### src/ubr_defines.svh
/*
  Timing and sizing constants for the uplink bi-phase link, both ends.
  Assumes a 100 MHz system clock at each end and the nominal line rate.
*/
`ifndef UBR_DEFINES_SVH
`define UBR_DEFINES_SVH

// Clock and line rate in Hz
`define UBR_CLK_HZ 32'h05F5E100
`define UBR_BIT_RATE_HZ 32'h00089D00

// Rate generators: modulus and increments per clock
`define UBR_NCO_W 28
`define UBR_NCO_MOD 28'(`UBR_CLK_HZ)
`define UBR_BIT_INC 28'(`UBR_BIT_RATE_HZ)
`define UBR_HALF_INC 28'(32'h2 * `UBR_BIT_RATE_HZ)

// One bit cell in clock cycles, rounded down
`define UBR_CELL_CYC (`UBR_CLK_HZ / `UBR_BIT_RATE_HZ)
`define UBR_CNT_W 9
`define UBR_QTR_CYC 9'(`UBR_CELL_CYC / 32'h4)
`define UBR_3QTR_CYC 9'((32'h3 * `UBR_CELL_CYC) / 32'h4)
`define UBR_LOST_CYC 9'((32'h3 * `UBR_CELL_CYC) / 32'h2)

// Loss deadline and acquisition budget, in bit periods
`define UBR_LOSS_BITS 32'h155
`define UBR_ACQ_BITS 32'h12C
`define UBR_ACQ_W 16

// Separator run inserted between telegrams
`define UBR_GAP_W 7
`define UBR_GAP_BITS 7'h64

// Stored fallback telegram
`define UBR_TGM_LEN 1023
`define UBR_IDX_W 10
`define UBR_TGM_LAST 10'h3FE

`endif

### src/ubr_pkg.sv
/*
  Types shared by both ends of the uplink bi-phase link.
  Assumes ubr_defines.svh is on the include path.
*/
`include "ubr_defines.svh"

package ubr_pkg;

  typedef enum logic [2:0] {
    UBR_RX_ACQ = 3'h1,
    UBR_RX_TRACK = 3'h2,
    UBR_RX_FALLBACK = 3'h4
  } ubr_rx_state_e;

  typedef struct packed {
    ubr_rx_state_e state;
    logic prev_lvl;
    logic [`UBR_CNT_W-1:0] cnt;
    logic bnd_seen;
    logic [`UBR_ACQ_W-1:0] acq_cnt;
    logic [`UBR_GAP_W-1:0] gap_cnt;
    logic [`UBR_IDX_W-1:0] idx;
    logic [`UBR_NCO_W-1:0] nco;
    logic air_bit;
    logic air_stb;
    logic fallback;
    logic locked;
  } ubr_rx_s;

  typedef struct packed {
    logic [`UBR_NCO_W-1:0] nco;
    logic second_half;
    logic lvl;
    logic [`UBR_GAP_W-1:0] gap_cnt;
    logic gap_pend;
    logic take;
  } ubr_tx_s;

endpackage : ubr_pkg

### src/ubr_link_if.sv
/*
  Telegram input link: one differential line level from encoder to beacon.
  Assumes the testbench may swap the wire pair, i.e. invert line_lvl.
*/
`timescale 1ns/100ps

interface ubr_link_if;
  logic line_lvl;

  modport enc (output line_lvl);
  modport bcn (input line_lvl);
endinterface : ubr_link_if

### src/ubr_beacon_end.sv
/*
  Beacon end: recovers bit timing from the line, decodes the differential
  bi-phase-level stream and forwards bits to the air-gap side, or falls back
  to the stored telegram when input quality is lost.
  Assumes line_lvl is synchronous to clock and srst is asserted at each
  new energisation by a train.
  Outputs are registered; air_bit means something only with air_stb.
  Limitation: bursts are not tolerated, one bad edge after lock decides fallback.
*/
// Notes on behaviour
// - Decode only relative transitions, never absolute polarity
// - Mid-cell falling edge is A, rising is B
// - Same letter gives one, different gives zero
// - Nominal line rate 564.48 kbit/s both ends
// - Sender holds rate within 200 ppm per 1500 bits
// - One-way link, no handshake or retransmission
// - Follow sender timing exactly, no flow control
// - Fallback starts within 341 bit periods of loss
// - Constant ones or zeros: forward or fall back
// - Loss detected at activation and mid-passage
// - Fallback holds until de-energised, ignore recovery
// - Each energisation clears the earlier decision
// - Bits pass through without content interpretation
// - Forward all received bits in FIFO order (code drops bits decoded before lock)
// - Separator run of 75 to 128 equal bits
// - Telegram boundaries found from coding, no start bit
`timescale 1ns/100ps

module ubr_beacon_end
  import ubr_pkg::*;
#(
  parameter int ACQ_CYC = `UBR_ACQ_BITS * `UBR_CELL_CYC
) (
  input wire logic clock,
  input wire logic srst,
  ubr_link_if.bcn link,
  input wire logic [`UBR_TGM_LEN-1:0] stored_tgm,
  output logic air_bit,
  output logic air_stb,
  output logic fallback,
  output logic locked
);

  // Every field named, so a new field cannot slip in with an unplanned reset
  localparam ubr_rx_s RX_RESET = '{
    state: UBR_RX_ACQ,
    prev_lvl: 1'b0,
    cnt: '0,
    bnd_seen: 1'b0,
    acq_cnt: '0,
    gap_cnt: '0,
    idx: '0,
    nco: '0,
    air_bit: 1'b0,
    air_stb: 1'b0,
    fallback: 1'b0,
    locked: 1'b0
  };

  ubr_rx_s st_reg;
  ubr_rx_s st_next;
  logic edge_seen;
  logic fault;
  logic [`UBR_NCO_W:0] acc_sum;
  logic bit_tick;

  // Edge classification against the phase counter, plus budget, separator and index flags
  logic edge_early;
  logic edge_bnd_win;
  logic lock_gap;
  logic cnt_lost;
  logic acq_spent;
  logic gap_left;
  logic idx_wrap;

  always_comb begin
    st_next = st_reg;
    st_next.air_stb = 1'b0;
    st_next.prev_lvl = link.line_lvl;
    fault = 1'b0;
    // Only the change of level is used, so swapped wires decode the same
    edge_seen = link.line_lvl ^ st_reg.prev_lvl;
    acc_sum = {1'b0, st_reg.nco} + {1'b0, `UBR_BIT_INC};
    bit_tick = (acc_sum >= {1'b0, `UBR_NCO_MOD});
    // Windows sit at a quarter and three quarters of a nominal cell, so
    // edge jitter of up to a quarter cell passes without a fault
    edge_early = st_reg.cnt < `UBR_QTR_CYC;
    edge_bnd_win = st_reg.cnt < `UBR_3QTR_CYC;
    lock_gap = (st_reg.cnt >= `UBR_3QTR_CYC) && (st_reg.cnt < `UBR_LOST_CYC);
    cnt_lost = st_reg.cnt == `UBR_LOST_CYC - 1'b1;
    acq_spent = st_reg.acq_cnt == `UBR_ACQ_W'(ACQ_CYC);
    gap_left = st_reg.gap_cnt != '0;
    idx_wrap = st_reg.idx == `UBR_TGM_LAST;

    case (st_reg.state)
      UBR_RX_ACQ: begin
        // Budget since energisation, well inside the loss deadline
        st_next.acq_cnt = st_reg.acq_cnt + 1'b1;
        if (st_reg.cnt != `UBR_LOST_CYC) begin
          st_next.cnt = st_reg.cnt + 1'b1;
        end
        if (edge_seen) begin
          st_next.cnt = '0;
          // A full-cell gap can only end on a mid-cell edge; a pure run of
          // ones never shows one, so it ends in fallback
          // One clean full-cell gap is enough to lock
          if (lock_gap) begin
            st_next.state = UBR_RX_TRACK;
            st_next.bnd_seen = 1'b0;
            st_next.locked = 1'b1;
          end
        end
        // Budget spent with no lock: nothing valid since energisation
        if (acq_spent) begin
          fault = 1'b1;
        end
      end

      UBR_RX_TRACK: begin
        if (edge_seen) begin
          // Too early for any legal edge: noise or a burst on the line
          if (edge_early) begin
            fault = 1'b1;
          end else if (edge_bnd_win) begin
            // Cell-boundary edge: at most one per cell
            if (st_reg.bnd_seen) begin
              fault = 1'b1;
            end
            // Boundary only marks the cell; the bit leaves on the mid edge
            st_next.bnd_seen = 1'b1;
            st_next.cnt = st_reg.cnt + 1'b1;
          end else begin
            // Mid-cell edge: a boundary flip means the letter repeated
            // Phase is re-anchored here, so the sender's actual rate is
            // followed cell by cell
            st_next.air_bit = st_reg.bnd_seen;
            st_next.air_stb = 1'b1;
            st_next.bnd_seen = 1'b0;
            st_next.cnt = '0;
          end
        end else begin
          st_next.cnt = st_reg.cnt + 1'b1;
          // No mid-cell edge for one and a half cells: input lost
          if (cnt_lost) begin
            fault = 1'b1;
          end
        end
      end

      UBR_RX_FALLBACK: begin
        // Line is ignored from here on until srst
        // Pace is the nominal rate, as the lost sender's pace is unknown
        if (bit_tick) begin
          st_next.nco = `UBR_NCO_W'(acc_sum - {1'b0, `UBR_NCO_MOD});
          st_next.air_stb = 1'b1;
          if (gap_left) begin
            // Separator of zeros ahead of the stored telegram
            st_next.air_bit = 1'b0;
            st_next.gap_cnt = st_reg.gap_cnt - 1'b1;
          end else begin
            st_next.air_bit = stored_tgm[st_reg.idx];
            if (idx_wrap) begin
              st_next.idx = '0;
            end else begin
              st_next.idx = st_reg.idx + 1'b1;
            end
          end
        end else begin
          st_next.nco = acc_sum[`UBR_NCO_W-1:0];
        end
      end

      default: begin
        st_next.state = UBR_RX_ACQ;
      end
    endcase

    // Switch at once on any coding fault; first fallback bit follows 179 clocks
    // later, just over one bit period, far inside the deadline
    if (fault) begin
      st_next.state = UBR_RX_FALLBACK;
      st_next.fallback = 1'b1;
      st_next.locked = 1'b0;
      st_next.gap_cnt = `UBR_GAP_BITS;
      st_next.idx = '0;
      st_next.nco = '0;
      st_next.air_stb = 1'b0;
    end
  end

  // Every energisation starts a fresh judgement from acquisition
  always_ff @(posedge clock) begin
    if (srst) begin
      st_reg <= RX_RESET;
    end else begin
      st_reg <= st_next;
    end
  end

  // Bits leave in arrival order with no look at their content
  assign air_bit = st_reg.air_bit;
  assign air_stb = st_reg.air_stb;
  assign fallback = st_reg.fallback;
  assign locked = st_reg.locked;

endmodule : ubr_beacon_end

### src/flat_wrapper.sv
// flat-port wrapper written by rule: the top's interface ports become plain ports
module ubr_beacon_end_flat import ubr_pkg::*;
#(
  parameter int ACQ_CYC = `UBR_ACQ_BITS * `UBR_CELL_CYC
)
  (clock, srst, stored_tgm, air_bit, air_stb, fallback, locked, link_line_lvl);
  ubr_link_if link_i ();
  input wire logic clock;
  input wire logic srst;
  input wire logic [`UBR_TGM_LEN-1:0] stored_tgm;
  output logic air_bit;
  output logic air_stb;
  output logic fallback;
  output logic locked;
  input wire logic [$bits(link_i.line_lvl)-1:0] link_line_lvl;
  assign link_i.line_lvl = link_line_lvl;
  ubr_beacon_end #(.ACQ_CYC(ACQ_CYC)) u_core (.clock(clock), .srst(srst), .link(link_i), .stored_tgm(stored_tgm), .air_bit(air_bit), .air_stb(air_stb), .fallback(fallback), .locked(locked));
endmodule
### config.mk
export PLATFORM = sky130hd
export DESIGN_NAME = ubr_beacon_end_flat
export DESIGN_NICKNAME = d
export VERILOG_FILES = /design/src/ubr_pkg.sv /design/src/ubr_link_if.sv /design/src/ubr_beacon_end.sv /design/src/flat_wrapper.sv
export VERILOG_INCLUDE_DIRS = /design/src
export SDC_FILE = /design/constraint.sdc
export NUM_CORES = 1
export LEC_CHECK = 0
export BUFFER_PORTS_ARGS = -buffer_cell sky130_fd_sc_hd__buf_2
export CAP_MARGIN = 25
export CORE_AREA = 2 2 398 400
export CTS_CLUSTER_DIAMETER = 50
export CTS_CLUSTER_SIZE = 12
export DETAILED_ROUTE_END_ITERATION = 16
export DIE_AREA = 0 0 400 402
export HOLD_SLACK_MARGIN = 0.12
export PLACE_DENSITY_LB_ADDON = 0.25
export SYNTH_ARGS = -nofsm -noshare
export SYNTH_HDL_FRONTEND = slang
export SYNTH_SLANG_ARGS = --single-unit
### constraint.sdc
create_clock -name clock -period 3.67 [get_ports clock]
set_input_delay 0.367 -clock clock [delete_from_list [all_inputs] [get_ports clock]]
set_output_delay 0.367 -clock clock [all_outputs]
set_load 0.01 [all_outputs]
==> impl_metrics.json <==
{
  "status": "finished, final reports clean",
  "synth_seq_cells": 71,
  "tightest_slew_ns": 0.854,
  "period_share_pct": 95.7,
  "yosysSeqAreaShare_pct": 11.5,
  "nFillCells": 18100,
  "dp_hpwl_mm": 93.6,
  "wire_per_inst_um": 24.3,
  "synthArstFlopShare_pct": 0,
  "maxSlewHeadroom_pct": 42.9,
  "slew_violations": 0,
  "row_count": 146,
  "drive_gt1_share_pct": 67.0,
  "layout.nets": 3257,
  "hp-class": "input port to flop",
  "synthCells": 1164,
  "cp-end-kind": "flop",
  "cellLeakagePower_uw": 0.00821,
  "multi_input_area_um2": 10400,
  "postRouteAntennaNets": 0,
  "path_clk_slew_ns": 0.06,
  "clockPowerShare_pct": 32.4,
  "ys_types": 74,
  "p_int_uw": 1870,
  "grt_pass1_wl_mm": 136,
  "p_sw_uw": 817,
  "required_ns": 3.96,
  "synth_edf_count": 0,
  "reg2reg_to": "u_core.st_reg[38]$_SDFFE_PP0P_",
  "arrival_ns": 3.80,
  "reg2reg_slack_ns": 0.16,
  "die_area_um2": 161000,
  "ys.flop_type": "dfxtp_1",
  "cap_viol_max_count": 0,
  "place_congestion": 0.902,
  "grt_usage_pct": 12.4,
  "ir_drop_uv": 205,
  "numClockSinks": 71,
  "cts-root-buf": "clkbuf_16",
  "fin_cells": 4310,
  "cts_tree": "done",
  "finalSetupTns_ns": 0,
  "hold_viol": 0,
  "clockBufferDepth": 2,
  "dp_slack_ns": 0.0910,
  "antenna_found_initial": 52,
  "synth_fp_nets": 2201,
  "yosysWarnings": 0,
  "holdPathStages": 2,
  "num_vias": 15800,
  "netlist_area_um2": 12400,
  "htreeDepth": 3,
  "pwr_density_cell_nw_per_um2": 127,
  "core-area_um2": 157000,
  "fin_worst_skew_ns": 0.0103,
  "cp_max_fo": 4,
  "path_class": "flop to flop",
  "ctsHoldBuffers": 0,
  "combPwrFrac_pct": 38.6,
  "clk_latency_ns": 0.36,
  "hp-start": "link_line_lvl",
  "min_period_ns": 3.51,
  "initial_core_util_pct": 7.86,
  "syn_to_final_growth_pct": 71.5,
  "switching_share_pct": 30.4,
  "setup_ws_ns": 0.159,
  "rsz0062_at_grt": "no",
  "register_area_um2": 1440,
  "crit_start": "u_core.st_reg[12]$_SDFFE_PP0N_",
  "grt_pass1_vias": 16100,
  "die_y_um": 402,
  "io_pins": 1030,
  "r2r-start": "u_core.st_reg[12]$_SDFFE_PP0N_",
  "routed_via_density": 3.66,
  "gr-total-overflow": 0,
  "die_w_um": 400,
  "grt_max_degree": 81,
  "critPathLaunchType": "flop",
  "largest_reg_flops": 67,
  "drtPass1Iterations": 5,
  "setup_viol": 0,
  "drc_errors": 0,
  "seqPwrFrac_pct": 28.9,
  "synth.avg_cell_area_um2": 10.6,
  "fmax_mhz": 285,
  "port_buffers": 1029,
  "min_to": "u_core.st_reg[75]$_SDFF_PP0_",
  "place_inst": 4280,
  "reg2regPathDepth": 10,
  "cts_inserted_buffers": 9,
  "drtIter0Drc": 1019,
  "routed_wl_mm": 105
}
==> synthesized netlist by cell type, types with 4 or more instances <==
cell,n,area [um^2]
a22oi_1,33,248
and2_1,4,25.0
nand2_1,80,300
buf_2,20,100
a21oi_1,58,290
ha_1,11,138
dfxtp_1,71,1420
a211oi_1,17,128
nand2b_1,13,81.3
inv_1,25,93.8
mux2i_1,24,240
buf_1,30,113
o22ai_1,13,81.3
o221ai_1,4,35.0
nand4_1,11,68.8
mux4_2,273,6150
o21ai_0,33,165
or2_2,8,50.1
o211ai_1,11,82.6
nor2_1,111,417
nor2b_1,13,81.3
a311oi_1,8,70.1
nor4_1,9,56.3
a221oi_1,5,43.8
xor2_1,22,193
or3_1,10,62.6
nor3_1,25,125
a31oi_1,13,81.3
a21boi_0,4,30.0
xnor2_1,33,289
nand3_1,27,135
and3_1,10,62.6
clkbuf_1,66,248
a21o_1,4,30.0
==> what timing repair did <==
action                     4_1_cts  5_1_grt
resized for setup                0        5
hold endpoints to repair         0        0
setup buffers                    0        1
setup endpoints to repair        0       11
==> worst max path at each step <==
stage / end / slack (ns)
global placement: u_core.st_reg[45]$_SDFFE_PP0P_ / 0.12
finish: u_core.st_reg[38]$_SDFFE_PP0P_ / 0.16
global route: u_core.st_reg[38]$_SDFFE_PP0P_ / 0.01
floorplan: u_core.st_reg[38]$_SDFFE_PP0P_ / 0.24
CTS: u_core.st_reg[15]$_SDFFE_PP0N_ / 0.07
detailed placement: u_core.st_reg[15]$_SDFFE_PP0N_ / 0.09
==> layer usage <==
metal  part of all wire [%]  global-route usage (%)  routed length, um
met5                  0.098                       0                103
met4                   0.62                   0.696                646
met3                    6.7                    2.29               6980
met2                     50                    21.8              52100
met1                     43                    16.4              45000
==> kinds of logic after synthesis <==
kind of cell	after synthesis	synth area share (%)
xor gates and xnor gates	55	3.90
and+or+nand+nor	344	13.5
muxes	300	52.0
AOI/OAI and AO/OA	240	13.4
buffers and inverters	143	4.61
adders and majority gates	11	1.11
DFF	71	11.5
==> worst max-delay path: stages, from the launching register on <==
cell	delay, ns
dfxtp_1	0.31
ha_1	0.21
or4_4	0.47
a311oi_4	0.35
o211ai_1	0.15
or3_1	0.36
a21boi_4	0.17
o311a_4	0.39
or4_4	0.54
or3_1	0.35
a21oi_1	0.13
==> placed cells by master, fill, tap and decap left out, types with 5 or more instances in the layout <==
cell	synthesis	routed
inv_1	25	24
buf_2	20	1029
xnor2_1	33	33
nand4_1	11	11
nand2b_1	13	13
mux4_2	273	273
nor2_1	111	109
a311oi_1	8	8
nor2b_1	13	11
o211ai_1	11	11
xor2_1	22	22
nor4_1	9	9
a31oi_1	13	13
or3_1	10	9
o21ai_0	33	33
or2_2	8	8
clkbuf_16	0	9
a22oi_1	33	33
buf_12	0	14
mux2i_1	24	24
dfxtp_1	71	65
nand3_1	27	27
nand2_1	80	80
a21oi_1	58	58
a221oi_1	5	5
o22ai_1	13	13
diode_2	0	13
buf_4	0	119
ha_1	11	11
and3_1	10	10
a211oi_1	17	16
nor3_1	25	24
==> power by group through the flow <==
| stage | sequential, uW | clock (uW) | combinational, uW |
|---|---|---|---|
| floorplan | 797 | 0 | 289 |
| global route | 778 | 938 | 1110 |
| detailed placement | 795 | 0 | 1050 |
| finish | 778 | 871 | 1040 |
| global placement | 795 | 0 | 1050 |
| CTS | 777 | 907 | 1060 |
==> through the flow <==
stage | utilization (%) | hold WS [ns] | area, um^2 | total power, uW
after detailed placement | 13.3 | 0.440 | 20800 | 1850
final | 13.5 | 0.260 | 21200 | 2690
after floorplan | - | 0.463 | 12400 | 1090
after global placement | 13.3 | 0.441 | 20800 | 1840
after global routing | 13.5 | 0.256 | 21200 | 2830
after CTS | 13.4 | 0.247 | 21100 | 2740
==> final cells by class <==
type	instances	area share, %
flip-flops and latches	71	6.79
well taps	2072	12.2
clock inverters	6	0.219
repair buffers	1162	29.8
multi-input cells	950	49.2
inverters	26	0.461
clock buffers	10	1.13
diodes	13	0.154
(Power assumes the default switching activity.)
